$ cat src/inc/ccs_pkg.sv
//--------------------------------------------------------------
// Common command and status store: shared constants and types
//--------------------------------------------------------------
package ccs_pkg;

	// Commands accepted on the command port
	typedef enum logic [3:0] {
		CMD_OPT_QUERY,
		CMD_PSC_SET,
		CMD_PSC_QUERY,
		CMD_SAVE,
		CMD_RECALL,
		CMD_RESET,
		CMD_DEV_CLEAR,
		CMD_SRE_SET,
		CMD_SRE_QUERY,
		CMD_ESE_SET,
		CMD_ESE_QUERY,
		CMD_ESR_READ,
		CMD_STB_READ,
		CMD_SERIAL_POLL,
		CMD_CFG_WRITE
	} ccs_cmd_t;

	// Controller states
	typedef enum logic [2:0] {
		ST_BOOT_A,
		ST_BOOT_B,
		ST_BOOT_LOAD,
		ST_IDLE,
		ST_OPT,
		ST_RCL
	} ccs_state_t;

	// Status byte bit positions
	localparam int STB_OPER = 7;
	localparam int STB_MSS  = 6;
	localparam int STB_ESB  = 5;
	localparam int STB_MAV  = 4;
	localparam int STB_QUES = 3;

	// Standard event bit positions, bits 6 and 1 unused
	localparam int ESR_PON = 7;
	localparam int ESR_CME = 5;
	localparam int ESR_EXE = 4;
	localparam int ESR_DDE = 3;
	localparam int ESR_QYE = 2;
	localparam int ESR_OPC = 0;
	localparam logic [7:0] ESR_EVT_MASK = 8'hBD;

	// Option list: revision in hundredths (1.13 -> 113)
	localparam int OPT_FIELDS = 14;
	localparam logic [15:0] OPT_MIN_REV [OPT_FIELDS] = '{
		16'h0000, 16'h0000, 16'h0000, 16'h0000, 16'h0000,
		16'h0000, 16'h0000, 16'h0000, 16'h0000,
		16'h0071,   // aero_profile_a_field, 1.13
		16'h0072,   // low_freq_limit_field, 1.14
		16'h0190,   // multibox_config_field, 4.00
		16'h0190,   // aero_profile_b_field, 4.00
		16'h0190    // aero_profile_c_field, 4.00
	};

	// Saved state slots
	localparam int SLOTS = 8;

	// Instrument state word layout
	localparam int ST_OUT_ON   = 0;
	localparam int ST_CONT     = 1;
	localparam int ST_TRIG_OUT = 2;
	localparam int ST_TRIG_SRC = 3;
	localparam int ST_SYNC_SRC = 5;
	localparam int ST_SLEW_MAX = 7;
	localparam int ST_PHASE    = 8;
	localparam int ST_OCP_DLY  = 17;
	localparam int ST_FREQ     = 33;
	localparam int SRC_W       = 2;
	localparam int PHASE_W     = 9;
	localparam int DLY_W       = 16;
	localparam int FREQ_W      = 15;
	localparam int STATE_W     = 48;

	// Reset defaults
	localparam logic [SRC_W-1:0]   SRC_IMM      = 2'h0;
	localparam logic [DLY_W-1:0]   OCP_DELAY_MS = 16'h0064;
	localparam logic [FREQ_W-1:0]  TRIG_FREQ_HZ = 15'h003C;
	localparam logic [PHASE_W-1:0] SYNC_PHASE   = 9'h000;
	localparam logic [STATE_W-1:0] RST_STATE    = {TRIG_FREQ_HZ, OCP_DELAY_MS, SYNC_PHASE,
		1'b1, SRC_IMM, SRC_IMM, 1'b0, 1'b0, 1'b0};

endpackage : ccs_pkg

$ cat src/hdl/ccs_state_mem.sv
`timescale 1ns/1ps
//--------------------------------------------------------------
// Saved state slots, registered read
//--------------------------------------------------------------
module ccs_state_mem #(
	parameter int WIDTH = ccs_pkg::STATE_W,
	parameter int DEPTH = ccs_pkg::SLOTS
) (
	// Clock
	input  wire logic                     i_sys_clk,
	// Write port
	input  wire logic                     i_we,
	input  wire logic [$clog2(DEPTH)-1:0] i_waddr,
	input  wire logic [WIDTH-1:0]         i_wdata,
	// Read port
	input  wire logic                     i_re,
	input  wire logic [$clog2(DEPTH)-1:0] i_raddr,
	output logic      [WIDTH-1:0]         o_rdata
);

	// Slot storage; contents survive the block reset
	logic [WIDTH-1:0] mem [DEPTH];

	// Write and registered read
	always_ff @(posedge i_sys_clk) begin
		if (i_we) begin
			mem[i_waddr] <= i_wdata;
		end
		if (i_re) begin
			o_rdata <= mem[i_raddr];
		end
	end

endmodule : ccs_state_mem

$ cat src/hdl/ccs_opt_list.sv
`timescale 1ns/1ps
//--------------------------------------------------------------
// Option list lookup
//--------------------------------------------------------------
module ccs_opt_list #(
	parameter int FIELDS = ccs_pkg::OPT_FIELDS
) (
	// Lookup
	input  wire logic [3:0]        i_idx,
	input  wire logic [15:0]       i_fw_rev,
	input  wire logic [FIELDS-1:0] i_installed,
	// Result
	output logic      [3:0]        o_code,
	output logic      [3:0]        o_count
);

	// Count of listed fields; gated fields sit at the tail with rising
	// revisions, so the listed ones always form a prefix
	always_comb begin
		o_count = 4'h0;
		for (int i = 0; i < FIELDS; i++) begin
			if (i_fw_rev >= ccs_pkg::OPT_MIN_REV[i]) begin
				o_count = 4'(o_count + 4'h1);
			end
		end
		// Field code is its position plus one, zero when absent
		o_code = 4'h0;
		if (int'(i_idx) < FIELDS && i_installed[i_idx]) begin
			o_code = 4'(i_idx + 4'h1);
		end
	end

endmodule : ccs_opt_list

$ cat src/hdl/ccs_top.sv
`timescale 1ns/1ps
//--------------------------------------------------------------
// Common command and status store
//--------------------------------------------------------------
// Contract
// RULE_01: Option list fixed order, zero when absent
// RULE_02: Late fields dropped below their revision
// RULE_03: Power-on clear set clears both masks
// RULE_04: Power-on clear off restores stored masks
// RULE_05: Recall restores slot, calibration off, abort
// RULE_06: Save writes state into named slot
// RULE_07: Reset or device clear loads defaults
// RULE_08: Reset clears status, keeps enable masks
// RULE_09: Request mask gates status byte bit six
// RULE_10: Serial poll clears request, summary stays
// RULE_11: Zero request mask never requests service
// RULE_12: Controller toggles phase mode after reset; the controller has no phase mode and toggles nothing
// RULE_13: Status byte bit layout fixed
// RULE_14: Standard event bit layout fixed
// RULE_15: Event register read returns then clears
// RULE_16: Service request output follows request flag
module ccs_top (
	// Clock and reset
	input  wire logic                           i_sys_clk,
	input  wire logic                           i_rst_n,
	// Command port
	input  wire logic                           i_cmd_valid,
	input  wire ccs_pkg::ccs_cmd_t              i_cmd_code,
	input  wire logic [7:0]                     i_cmd_arg,
	input  wire logic [ccs_pkg::STATE_W-1:0]    i_cfg_state,
	output logic                                o_cmd_ready,
	output logic                                o_resp_valid,
	output logic      [7:0]                     o_resp_data,
	// Option list stream
	output logic                                o_opt_valid,
	output logic      [3:0]                     o_opt_code,
	output logic                                o_opt_last,
	// Status sources, same clock
	input  wire logic                           i_oper_sum,
	input  wire logic                           i_ques_sum,
	input  wire logic                           i_mav,
	input  wire logic                           i_evt_cme,
	input  wire logic                           i_evt_exe,
	input  wire logic                           i_evt_dde,
	input  wire logic                           i_evt_qye,
	input  wire logic                           i_evt_opc,
	// Nonvolatile and strap pins
	input  wire logic                           i_nv_psc,
	input  wire logic [7:0]                     i_nv_sre,
	input  wire logic [7:0]                     i_nv_ese,
	input  wire logic [15:0]                    i_fw_rev,
	input  wire logic [ccs_pkg::OPT_FIELDS-1:0] i_opt_installed,
	// Mask copies for nonvolatile storage
	output logic                                o_psc,
	output logic      [7:0]                     o_sre_mask,
	output logic      [7:0]                     o_ese_mask,
	// Status and service request
	output logic      [7:0]                     o_status_byte,
	output logic                                o_srq,
	// Instrument settings
	output logic                                o_output_on,
	output logic                                o_continuous_initiation,
	output logic                                o_trigger_output_enable,
	output logic      [ccs_pkg::SRC_W-1:0]      o_trigger_source_select,
	output logic      [ccs_pkg::SRC_W-1:0]      o_sync_source_select,
	output logic                                o_slew_max,
	output logic      [ccs_pkg::PHASE_W-1:0]    o_sync_phase_angle,
	output logic      [ccs_pkg::DLY_W-1:0]      o_overcurrent_trip_delay,
	output logic      [ccs_pkg::FREQ_W-1:0]     o_trig_frequency,
	// Recall side effects, one-cycle pulses
	output logic                                o_cal_off,
	output logic                                o_trig_abort
);

	//--------------------------------------------------------------
	// Reset release and pin synchronisers
	//--------------------------------------------------------------
	localparam int PIN_W = 1 + 8 + 8 + 16 + ccs_pkg::OPT_FIELDS;

	logic             rst_meta;   // First reset stage
	logic             rst_n_s;    // Released reset for the block
	logic [PIN_W-1:0] pin_meta;   // First pin stage
	logic [PIN_W-1:0] pin_sync;   // Pins safe to read

	// Assert at once, release after two edges
	always_ff @(posedge i_sys_clk or negedge i_rst_n) begin
		if (!i_rst_n) begin
			rst_meta <= 1'b0;
			rst_n_s  <= 1'b0;
		end else begin
			rst_meta <= 1'b1;
			rst_n_s  <= rst_meta;
		end
	end

	// Pins come from outside the clock domain
	always_ff @(posedge i_sys_clk or negedge rst_n_s) begin
		if (!rst_n_s) begin
			pin_meta <= '0;
			pin_sync <= '0;
		end else begin
			pin_meta <= {i_nv_psc, i_nv_sre, i_nv_ese, i_fw_rev, i_opt_installed};
			pin_sync <= pin_meta;
		end
	end

	logic                           s_psc;
	logic [7:0]                     s_sre;
	logic [7:0]                     s_ese;
	logic [15:0]                    s_rev;
	logic [ccs_pkg::OPT_FIELDS-1:0] s_inst;
	assign {s_psc, s_sre, s_ese, s_rev, s_inst} = pin_sync;

	//--------------------------------------------------------------
	// Helpers
	//--------------------------------------------------------------
	ccs_pkg::ccs_state_t           state, next_state;
	logic [ccs_pkg::STATE_W-1:0]   cfg, next_cfg;       // Live settings
	logic [7:0]                    sre, next_sre;       // Request mask
	logic [7:0]                    ese, next_ese;       // Event mask
	logic                          psc, next_psc;       // Power-on clear
	logic [3:0]                    opt_idx, next_idx;   // Walk position
	logic [3:0]                    opt_code, opt_count;
	logic [ccs_pkg::STATE_W-1:0]   mem_rdata;
	logic                          mem_we, mem_re;
	logic                          next_opt_valid, next_opt_last, next_resp_valid;
	logic                          next_cal_off, next_trig_abort;
	logic [3:0]                    next_opt_code;
	logic [7:0]                    next_resp_data;
	logic                          evt_exe, clr_status, poll, esr_read, pon_evt;
	logic [7:0]                    esr, next_esr;       // Standard events
	logic                          rqs, next_rqs;       // Request for service
	logic                          mss_q;               // Summary, last cycle
	logic                          mss, esb;
	logic [7:0]                    stb_sum, ev, next_stb;
	logic                          slot_ok;

	assign o_cmd_ready = (state == ccs_pkg::ST_IDLE);
	assign slot_ok     = (int'(i_cmd_arg) < ccs_pkg::SLOTS);

	// RULE_06 save slots
	ccs_state_mem u_mem (
		.i_sys_clk (i_sys_clk),
		.i_we      (mem_we),
		.i_waddr   (i_cmd_arg[2:0]),
		.i_wdata   (cfg),
		.i_re      (mem_re),
		.i_raddr   (i_cmd_arg[2:0]),
		.o_rdata   (mem_rdata)
	);

	// RULE_02 revision gated list
	ccs_opt_list u_opt (
		.i_idx       (opt_idx),
		.i_fw_rev    (s_rev),
		.i_installed (s_inst),
		.o_code      (opt_code),
		.o_count     (opt_count)
	);

	//--------------------------------------------------------------
	// Command controller
	//--------------------------------------------------------------
	always_comb begin
		next_state = state;  next_cfg = cfg;  next_sre = sre;  next_ese = ese;
		next_psc = psc;  next_idx = opt_idx;  next_opt_code = o_opt_code;
		next_opt_valid = 1'b0;  next_opt_last = 1'b0;  next_resp_valid = 1'b0;
		next_resp_data = o_resp_data;  next_cal_off = 1'b0;  next_trig_abort = 1'b0;
		mem_we = 1'b0;  mem_re = 1'b0;  evt_exe = 1'b0;  clr_status = 1'b0;
		poll = 1'b0;  esr_read = 1'b0;  pon_evt = 1'b0;
		unique case (state)
			// Give the pin synchronisers time to fill
			ccs_pkg::ST_BOOT_A: next_state = ccs_pkg::ST_BOOT_B;
			ccs_pkg::ST_BOOT_B: next_state = ccs_pkg::ST_BOOT_LOAD;
			ccs_pkg::ST_BOOT_LOAD: begin
				next_psc = s_psc;
				pon_evt  = 1'b1;
				if (s_psc) begin
					// RULE_03 masks cleared
					next_sre = 8'h00;
					next_ese = 8'h00;
				end else begin
					// RULE_04 masks restored
					next_sre = s_sre;
					next_ese = s_ese;
				end
				next_state = ccs_pkg::ST_IDLE;
			end
			ccs_pkg::ST_IDLE: if (i_cmd_valid) begin
				unique case (i_cmd_code)
					ccs_pkg::CMD_OPT_QUERY: begin
						next_idx   = 4'h0;
						next_state = ccs_pkg::ST_OPT;
					end
					ccs_pkg::CMD_PSC_SET: next_psc = i_cmd_arg[0];
					ccs_pkg::CMD_PSC_QUERY: begin
						next_resp_valid = 1'b1;
						next_resp_data  = {7'h00, psc};
					end
					// RULE_09 any 8-bit value accepted
					ccs_pkg::CMD_SRE_SET: next_sre = i_cmd_arg;
					ccs_pkg::CMD_SRE_QUERY: begin
						next_resp_valid = 1'b1;
						next_resp_data  = sre;
					end
					ccs_pkg::CMD_ESE_SET: next_ese = i_cmd_arg;
					ccs_pkg::CMD_ESE_QUERY: begin
						next_resp_valid = 1'b1;
						next_resp_data  = ese;
					end
					// RULE_15 return then clear
					ccs_pkg::CMD_ESR_READ: begin
						next_resp_valid = 1'b1;
						next_resp_data  = esr;
						esr_read        = 1'b1;
					end
					ccs_pkg::CMD_STB_READ: begin
						next_resp_valid = 1'b1;
						next_resp_data  = next_stb;
					end
					// RULE_10 poll shows request flag in bit six
					ccs_pkg::CMD_SERIAL_POLL: begin
						next_resp_valid = 1'b1;
						next_resp_data  = stb_sum | {1'b0, rqs, 6'h00};
						poll            = 1'b1;
					end
					// RULE_06 slot out of range is an execution error
					ccs_pkg::CMD_SAVE: begin
						mem_we  = slot_ok;
						evt_exe = !slot_ok;
					end
					ccs_pkg::CMD_RECALL: begin
						mem_re  = slot_ok;
						evt_exe = !slot_ok;
						if (slot_ok) begin
							next_state = ccs_pkg::ST_RCL;
						end
					end
					// RULE_07 defaults; RULE_08 masks untouched
					ccs_pkg::CMD_RESET, ccs_pkg::CMD_DEV_CLEAR: begin
						next_cfg   = ccs_pkg::RST_STATE;
						clr_status = 1'b1;
					end
					ccs_pkg::CMD_CFG_WRITE: next_cfg = i_cfg_state;
					default: ;
				endcase
			end
			// RULE_01 one field per cycle, zero when absent
			ccs_pkg::ST_OPT: begin
				next_opt_valid = 1'b1;
				next_opt_code  = opt_code;
				next_opt_last  = (opt_idx == 4'(opt_count - 4'h1));
				next_idx       = 4'(opt_idx + 4'h1);
				if (next_opt_last) begin
					next_state = ccs_pkg::ST_IDLE;
				end
			end
			// RULE_05 restore, calibration off, trigger abort
			ccs_pkg::ST_RCL: begin
				next_cfg        = mem_rdata;
				next_cal_off    = 1'b1;
				next_trig_abort = 1'b1;
				next_state      = ccs_pkg::ST_IDLE;
			end
		endcase
	end

	// Controller registers
	always_ff @(posedge i_sys_clk or negedge rst_n_s) begin
		if (!rst_n_s) begin
			state <= ccs_pkg::ST_BOOT_A;  cfg <= ccs_pkg::RST_STATE;
			sre <= 8'h00;  ese <= 8'h00;  psc <= 1'b1;  opt_idx <= 4'h0;
			o_opt_valid <= 1'b0;  o_opt_code <= 4'h0;  o_opt_last <= 1'b0;
			o_resp_valid <= 1'b0;  o_resp_data <= 8'h00;
			o_cal_off <= 1'b0;  o_trig_abort <= 1'b0;
		end else begin
			state <= next_state;  cfg <= next_cfg;
			sre <= next_sre;  ese <= next_ese;  psc <= next_psc;  opt_idx <= next_idx;
			o_opt_valid <= next_opt_valid;  o_opt_code <= next_opt_code;
			o_opt_last <= next_opt_last;
			o_resp_valid <= next_resp_valid;  o_resp_data <= next_resp_data;
			o_cal_off <= next_cal_off;  o_trig_abort <= next_trig_abort;
		end
	end

	//--------------------------------------------------------------
	// Status byte and service request
	//--------------------------------------------------------------
	always_comb begin
		// RULE_14 event layout, unused bits masked
		ev = 8'h00;
		ev[ccs_pkg::ESR_PON] = pon_evt;
		ev[ccs_pkg::ESR_CME] = i_evt_cme;
		ev[ccs_pkg::ESR_EXE] = i_evt_exe | evt_exe;
		ev[ccs_pkg::ESR_DDE] = i_evt_dde;
		ev[ccs_pkg::ESR_QYE] = i_evt_qye;
		ev[ccs_pkg::ESR_OPC] = i_evt_opc;
		ev = ev & ccs_pkg::ESR_EVT_MASK;
		// Arriving events survive a clear in the same cycle
		next_esr = ((esr_read || clr_status) ? 8'h00 : esr) | ev;
		esb = |(esr & ese);
		// RULE_13 status byte layout
		stb_sum = 8'h00;
		stb_sum[ccs_pkg::STB_OPER] = i_oper_sum;
		stb_sum[ccs_pkg::STB_ESB]  = esb;
		stb_sum[ccs_pkg::STB_MAV]  = i_mav;
		stb_sum[ccs_pkg::STB_QUES] = i_ques_sum;
		// RULE_09 masked summary; RULE_11 zero mask gives none
		mss = |(stb_sum & sre);
		next_stb = stb_sum;
		next_stb[ccs_pkg::STB_MSS] = mss;
		// RULE_10 a new request wins over a poll
		next_rqs = (mss && !mss_q) || (rqs && !(poll || clr_status));
	end

	// Status registers
	always_ff @(posedge i_sys_clk or negedge rst_n_s) begin
		if (!rst_n_s) begin
			esr <= 8'h00;  rqs <= 1'b0;  mss_q <= 1'b0;  o_status_byte <= 8'h00;
		end else begin
			esr <= next_esr;  rqs <= next_rqs;  mss_q <= mss;  o_status_byte <= next_stb;
		end
	end

	// RULE_16 request drives the line until polled, reset or device clear
	assign o_srq = rqs;

	//--------------------------------------------------------------
	// Setting outputs
	//--------------------------------------------------------------
	assign o_psc                    = psc;
	assign o_sre_mask               = sre;
	assign o_ese_mask               = ese;
	assign o_output_on              = cfg[ccs_pkg::ST_OUT_ON];
	assign o_continuous_initiation  = cfg[ccs_pkg::ST_CONT];
	assign o_trigger_output_enable  = cfg[ccs_pkg::ST_TRIG_OUT];
	assign o_trigger_source_select  = cfg[ccs_pkg::ST_TRIG_SRC +: ccs_pkg::SRC_W];
	assign o_sync_source_select     = cfg[ccs_pkg::ST_SYNC_SRC +: ccs_pkg::SRC_W];
	assign o_slew_max               = cfg[ccs_pkg::ST_SLEW_MAX];
	assign o_sync_phase_angle       = cfg[ccs_pkg::ST_PHASE +: ccs_pkg::PHASE_W];
	assign o_overcurrent_trip_delay = cfg[ccs_pkg::ST_OCP_DLY +: ccs_pkg::DLY_W];
	assign o_trig_frequency         = cfg[ccs_pkg::ST_FREQ +: ccs_pkg::FREQ_W];

	logic go;
	assign go = i_cmd_valid && o_cmd_ready;
endmodule : ccs_top

$ cat config.mk
export PLATFORM = sky130hd
export DESIGN_NAME = ccs_top
export DESIGN_NICKNAME = d
export VERILOG_FILES = /design/src/inc/ccs_pkg.sv /design/src/hdl/ccs_state_mem.sv /design/src/hdl/ccs_opt_list.sv /design/src/hdl/ccs_top.sv
export SDC_FILE = /design/constraint.sdc
export NUM_CORES = 1
export LEC_CHECK = 0
export BUFFER_PORTS_ARGS = -buffer_cell sky130_fd_sc_hd__buf_4
export CAP_MARGIN = 20
export CORE_ASPECT_RATIO = 0.5
export CORE_MARGIN = 4
export CORE_UTILIZATION = 30
export DETAILED_ROUTE_END_ITERATION = 12
export GPL_ROUTABILITY_DRIVEN = 0
export PLACE_DENSITY = 0.5
export RECOVER_POWER = 50
export SLEW_MARGIN = 20
export SYNTH_ARGS = -nofsm -noshare
export SYNTH_HDL_FRONTEND = slang
export SYNTH_SLANG_ARGS = --single-unit
$ cat constraint.sdc
create_clock -name i_sys_clk -period 5.3 [get_ports i_sys_clk]
set_input_delay 1.06 -clock i_sys_clk [delete_from_list [all_inputs] [get_ports i_sys_clk]]
set_output_delay 1.06 -clock i_sys_clk [all_outputs]
set_load 0.01 [all_outputs]
* Word level (Yosys, flattened, before mapping)
Memories as Yosys holds them, arrays and structs flattened. A register that Yosys moved wholly into a read port is not among the register bits.
Index checks and enable logic that the tools add are counted.
** Operators by class
- $add $sub $neg :: 15
- Order comparisons :: 7
- Equal/unequal tests :: 29
- Muxes and demuxes :: 68
- Bitwise logic cells :: 5
- Reduce and logical (&&, ||, !) cells :: 28
** Operators by type and width (count)
- one-hot mux 48 bit (2 select lines) :: 2
- 2-to-1 mux 4 bit :: 16
- 2-to-1 mux 8 bit :: 7
- adder 4 x 1 -> 4 bit, second input constant :: 13
- 2-to-1 mux 48 bit :: 1
- one-hot mux 8 bit (6 select lines) :: 1
- greater-or-equal comparator 16 x 7 -> 1 bit, second input constant :: 2
- one-hot mux 8 bit (2 select lines) :: 2
- 2-to-1 mux 1 bit :: 31
- equality test 4 bit, second input constant :: 7
- AND reduction 3 bit :: 6
- AND 8 bit :: 2
- equality test 4 x 3 -> 1 bit, second input constant :: 4
- greater-or-equal comparator 16 x 1 -> 1 bit, second input constant :: 1
- greater-or-equal comparator 16 x 9 -> 1 bit, second input constant :: 1
- OR reduction 8 bit :: 2
- one-hot mux 3 bit (5 select lines) :: 1
- 2-to-1 mux 3 bit :: 3
- equality test 4 x 2 -> 1 bit, second input constant :: 2
- < comparator 8 x 4 -> 1 bit, second input constant :: 1
- inequality test 2 x 1 -> 1 bit, second input constant :: 4
- bitwise OR 8 x 7 -> 8 bit :: 1
- bitwise OR 8 bit :: 1
- one-hot mux 4 bit (2 select lines) :: 1
- other kinds (26) :: 40
** Storage, ports and cells
- Register bits after elaboration :: 199
- Memory bits (writable) :: 384
- Input port bits :: 118
- Output and inout bits :: 92
- Word-level logic and storage cells :: 173
- Memories :: 1
** Memory list
- u_mem.mem :: words 8, bits a word 48, rd ports 1, clocked after Yosys merged registers in 1, wr ports 1, RTL line ccs_state_mem.sv:22 : logic [WIDTH-1:0] mem [DEPTH];

* Depth between registers and ports, before layout
- Depth in word-level cells :: 32
- Gate-level depth with buffers :: 13
- Mapped depth without buffers :: 13

* Hierarchy
Synthesis repeated with hierarchy kept, for this count alone.
** Second synthesis, totals
- Cell total of the unflattened synthesis :: 1211
- Area, all modules :: 23998.0 um^2
** Modules (own cells, without submodules)
- ccs_state_mem :: times used 1, cells an instance 616, area an instance 16100.4 um^2, sequential area each 12972.4 um^2
- ccs_top :: times used 1, cells an instance 556, area an instance 7582.3 um^2, sequential area each 4916.0 um^2
- ccs_opt_list :: times used 1, cells an instance 39, area an instance 315.3 um^2, sequential area each 0.0 um^2

* Least setup slack after synthesis
No wires, ideal clock.
- Path kind :: input to register
- Start point :: input i_cmd_arg[5]
- End point :: memory u_mem.mem[0][0] in the netlist's numbering, enable pin
- Library setup time :: 0.574 ns
- Data arrival time :: 6.681 ns
- Required time :: 4.726 ns
- Slack :: -1.955 ns
- Stages :: 4
- Buffers on the path :: 0
- Cell sequence :: or4_1 -> nor3_1 -> nand4_1 -> nor4_1
** On the way
- Word-level cells in the longest chain between the ends :: 6
** Ends and longest elaborated chain
- start, declared :: RTL line ccs_top.sv:29 : input wire logic [7:0] i_cmd_arg,
- < comparator 8 x 4 -> 1 bit :: RTL line ccs_top.sv:139 : assign slot_ok = (int'(i_cmd_arg) < ccs_pkg::SLOTS);
- 2-to-1 mux 1 bit :: RTL line ccs_top.sv:190 : unique case (i_cmd_code)
- 2-to-1 mux 1 bit :: RTL line ccs_top.sv:189 : ccs_pkg::ST_IDLE: if (i_cmd_valid) begin
- 2-to-1 mux 1 bit :: RTL line ccs_top.sv:171 : unique case (state)
- 2-to-1 mux 1 bit :: RTL line ccs_state_mem.sv:26 : if (i_we) begin
- 2-to-1 mux 1 bit (not written as such) :: RTL line ccs_state_mem.sv:27 : mem[i_waddr] <= i_wdata;
- end, declared :: RTL line ccs_state_mem.sv:22
No other way between the ends.

* Final worst setup path
- Start point :: register pin_sync[23]
- End point :: register state[1]
** On the way
- Word-level cells in the longest chain between the ends :: 32
** Ends and longest elaborated chain
- start, declared :: RTL line ccs_top.sv:83 : logic [PIN_W-1:0] pin_sync;
- start signal, assigned :: RTL line ccs_top.sv:103 : pin_sync <= pin_meta;
- greater-or-equal comparator 16 x 1 -> 1 bit :: RTL line ccs_opt_list.sv:22 : if (i_fw_rev >= ccs_pkg::OPT_MIN_REV[i]) begin
- 2-to-1 mux 1 bit :: RTL line ccs_opt_list.sv:22
- adder 1 x 1 -> 2 bit :: RTL line ccs_opt_list.sv:23 : o_count = 4'(o_count + 4'h1);
- 2-to-1 mux 4 bit :: RTL line ccs_opt_list.sv:22
- adder 4 x 1 -> 4 bit :: RTL line ccs_opt_list.sv:23
- 2-to-1 mux 4 bit :: RTL line ccs_opt_list.sv:22
- adder 4 x 1 -> 4 bit :: RTL line ccs_opt_list.sv:23
- 2-to-1 mux 4 bit :: RTL line ccs_opt_list.sv:22
- (+16 left out)
- adder 4 x 1 -> 4 bit :: RTL line ccs_opt_list.sv:23
- 2-to-1 mux 4 bit :: RTL line ccs_opt_list.sv:22
- adder 4 x 1 -> 4 bit :: RTL line ccs_opt_list.sv:23
- 2-to-1 mux 4 bit * :: RTL line ccs_opt_list.sv:22
- subtractor 4 x 1 -> 4 bit * :: RTL line ccs_top.sv:252 : next_opt_last = (opt_idx == 4'(opt_count - 4'h1));
- equality test 4 bit * :: RTL line ccs_top.sv:252
- inequality test 2 bit (no source line) *
- AND reduction 4 bit (no source line) *
- end signal, assigned :: RTL line ccs_top.sv:271 : state <= ccs_pkg::ST_BOOT_A; cfg <= ccs_pkg::RST_STATE;
- end signal, assigned :: RTL line ccs_top.sv:277 : state <= next_state; cfg <= next_cfg;
- end, declared :: RTL line ccs_top.sv:117 : ccs_pkg::ccs_state_t state, next_state;
Mark *: on every way between the ends. The rest lies on a longest branch, timed or not.
A chain may end at the register's enable or synchronous reset.

==> flow_summary_export.csv <==
group,metric,value,unit
setup_path,cpPeakStageDelay,0.53,ns
placed_design,hpwl,36100,um
clock_tree,clock_sinks,628,
grt,globalRouteTotalUtil,14.5,%
drt,drc_errors,0,
setup_path,crit_family,"simple AND/OR/NAND/NOR gates",
sta,hold_violations,0,
status,violations,"max-capacitance violations, max-slew violations",
drt,wl_per_cell,22.1,um
sta,finalSetupViolCount,0,
grt,grt_overflow,0,
sta,period_share,82.0,%
die,ioPinCount,210,
clock_tree,clkTransAtPathRegs,0.06,ns
setup_path,path_max_fanout,3,
status,status,"finished with violations",
setup_path,crit_required,5.79,ns
layout,final_core_util,37.1,%
synthesis,synth_top_area_share,55.9,%
power,switchingPower,3460,uW
power,intPower,9330,uW
die,die_area,0.0821,mm^2
grt,grt_max_degree,105,
clock_tree,clkLatencyLatePin,0.63,ns
drt,first_pass_iters,8,
setup_path,cp_cell_sequence,"or4_4 > or4_4 > or4_4 > a21oi_4 > ha_1 > or4b_1 > a311oi_1 > o21bai_1 > ha_1 > xnor2_1 > nor3_1 > a311oi_1 > o31ai_1",
drt,detail_route.iter0.violations,1117,
power,seqPwrFrac,51.8,%
synthesis,synth_edf_count,432,
grt,grt_pass1_vias,13400,
die,dieHeight,205,um
die,core.rowCount,71,
synthesis,ys_seq_area_share,77.1,%
synthesis,ys_async_sr_fraction,31.2,%
synthesis,synth_cell_types,67,
drt,viasPerCell,4.90,
drt,vias,13400,
sta,rsz0062_at_grt,"no",
setup_path,path_common_cell,"or4_4",
synthesis,avgSynthCellArea,16.1,um^2
sta,finalClockSkew,0.0168,ns
clock_tree,cts_hold_repair.buffers,0,
layout,layout_common_cells,"edfxtp_1 (432), buf_4 (197), dfrtp_1 (187)",
setup_path,critical_path_class,"flop to flop",
setup_path,slowest_stage,"or4_4",
power,comb_power_share,13.3,%
layout,fill_cells,7212,
job,cap_violations,2,
grt,grt_pass1_wl,90300,um
die,fp.coreArea,0.0759,mm^2
setup_path,worstSetupEndpointType,"flop",
sta,fmax,0.230,GHz
layout,drive_gt1_share,23.7,%
synthesis,yosys_warnings,0,
grt,grt_antenna_before_repair,1,
die,die_w,401,um
power,vdd_ir_drop_max,0.243,mV
synthesis,synth_seq_cells,628,
synthesis,yosysTopAreaCell,"edfxtp_1",
clock_tree,cts-root-buf,"clkbuf_16",
synthesis,syn-instance-count,1439,
clock_tree,clk_path_buf_depth,3,
sta,tightest_slew,2.41,ns
power,switching_share,27.0,%
clock_tree,post_cts_buffers,0,
die,start_util,30.6,%
synthesis,syn_area,0.0232,mm^2
synthesis,ys.flop_type,"edfxtp_1",
clock_tree,htreeDepth,2,
power,pwr_density_cell,454,mW/mm^2
setup_path,startpoint_type,"flop",
layout,finalNetCount,1792,
drt,totalWireLength,60600,um
sta,layout_min_cycle_time,4.34,ns
synthesis,synthTopCellsByArea,"edfxtp_1 (56%), dfrtp_1 (20%), a22oi_1 (2.8%), mux4_2 (2.3%), nand2_1 (2.1%)",
clock_tree,ctsResizeCount,0,
power,p_leak,0.0101,uW
worst_hold_path,min_path_type,"input pin to async pin",
drt,drtAntennaViolNets,0,
layout,final_common_cell,"edfxtp_1",
setup_path,path_buf_inv,0,
power,pwr-share-clk,34.9,%
layout,areaGrowthSynthToFinish,21.4,%
power,total_power,12800,uW
clock_tree,cts_tree,"built",
sta,slew_headroom,-60.8,%
placed_design,numPortBuffers,206,
clock_tree,cts_buffers,59,
sta,slew_violations,162,
setup_path,crit_arrival,4.83,ns
sta,whs,0.212,ns
layout,diodes,0,
## kinds of logic (layout without fill, tap and decap cells)
group	Yosys count	after routing	share of synthesized area, %
XOR/XNOR	5	5	0.189
adder cells (fa/ha/maj)	6	6	0.388
buffers and inverters	104	381	1.85
other	2	4	0.0324
flip-flops	628	628	77.1
multiplexers	77	77	4.74
AO/OA/AOI/OAI	369	369	11.0
AND/OR/NAND/NOR	248	248	4.70
## final timing paths
check                                  startpoint                      to  slack [ns]  cells past startpoint
hold / removal                            i_rst_n      rst_meta$_DFF_PN0_        0.21                      1
hold reg to reg            pin_meta[31]$_DFF_PN0_  pin_sync[31]$_DFF_PN0_        0.35                      0
setup / recovery           pin_sync[23]$_DFF_PN0_    state[1]$_DFFE_PN0P_        0.96                     13
setup reg to reg           pin_sync[23]$_DFF_PN0_    state[1]$_DFFE_PN0P_        0.96                     13
max in group asynchronous       rst_n_s$_DFF_PN0_     cfg[39]$_DFFE_PN0P_        1.55                      1
min in group i_sys_clk     pin_meta[31]$_DFF_PN0_  pin_sync[31]$_DFF_PN0_        0.35                      0
## metal layers
| layer | global-route usage, % | vias to the layer above | part of all wire [%] |
|---|---|---|---|
| li1 | - | 6062 | - |
| met1 | 19.9 | 6993 | 45 |
| met2 | 24.1 | 307 | 49 |
| met3 | 2.54 | 68 | 4.9 |
| met4 | 3.78 | 2 | 1.8 |
| met5 | 0 | - | 0.015 |
## cells in the mapped netlist, drive strengths merged, types with 5 or more instances
cell and number:
a21o 6, a21oi 41, a221o 10, a221oi 45, a222oi 14, a22o 10
a22oi 85, a31oi 5, buf 27, clkbuf 58, dfrtp 187, dfstp 9
edfxtp 432, inv 17, mux2 23, mux2i 30, mux4 24, nand2 131
nand2b 5, nand3 9, nor2 62, nor2b 5, nor3 11, o21ai 108
o221ai 8, o22ai 12, o31ai 5
## per-stage QoR
stage	std cells	worst slack (ns)	setup TNS, ns	area, um^2
5_1_grt	2740	0.655	0	28200
3_3_place_gp	2629	0.949	0	26100
4_1_cts	2740	0.908	0	28200
3_5_place_dp	2629	0.918	0	26100
2_1_floorplan	1441	-1.96	-245.11	23200
6_report	2740	0.956	0	28200
## flip-flops by register name, indices dropped and copies added (netlist names), 3 cells and up
register / cells
pin_meta: 47
o_sre_mask: 8
o_resp_data: 8
u_mem.mem: 384
o_status_byte: 5
o_opt_code: 4
cfg: 48
u_mem.o_rdata: 48
o_ese_mask: 8
pin_sync: 47
esr: 6
state: 3
opt_idx: 4
## cell type report
class	count	area [um^2]	area share, %
well taps	1022	1280	4.54
clock buffers	83	1630	5.78
repair buffers	251	1880	6.69
inverters	19	71.3	0.253
clock inverters	28	428	1.52
flip-flops and latches	628	17900	63.5
multi-input cells	709	4980	17.7
## power by group through the flow
stage / combinational, uW / sequential [uW] / clock (uW)
2_1_floorplan: 811 / 6590 / 0
3_3_place_gp: 1730 / 6740 / 0
3_5_place_dp: 1740 / 6770 / 0
4_1_cts: 1740 / 6670 / 4600
5_1_grt: 1900 / 6720 / 4820
6_report: 1700 / 6620 / 4460
Note: power is estimated with default switching activity, not from simulation.
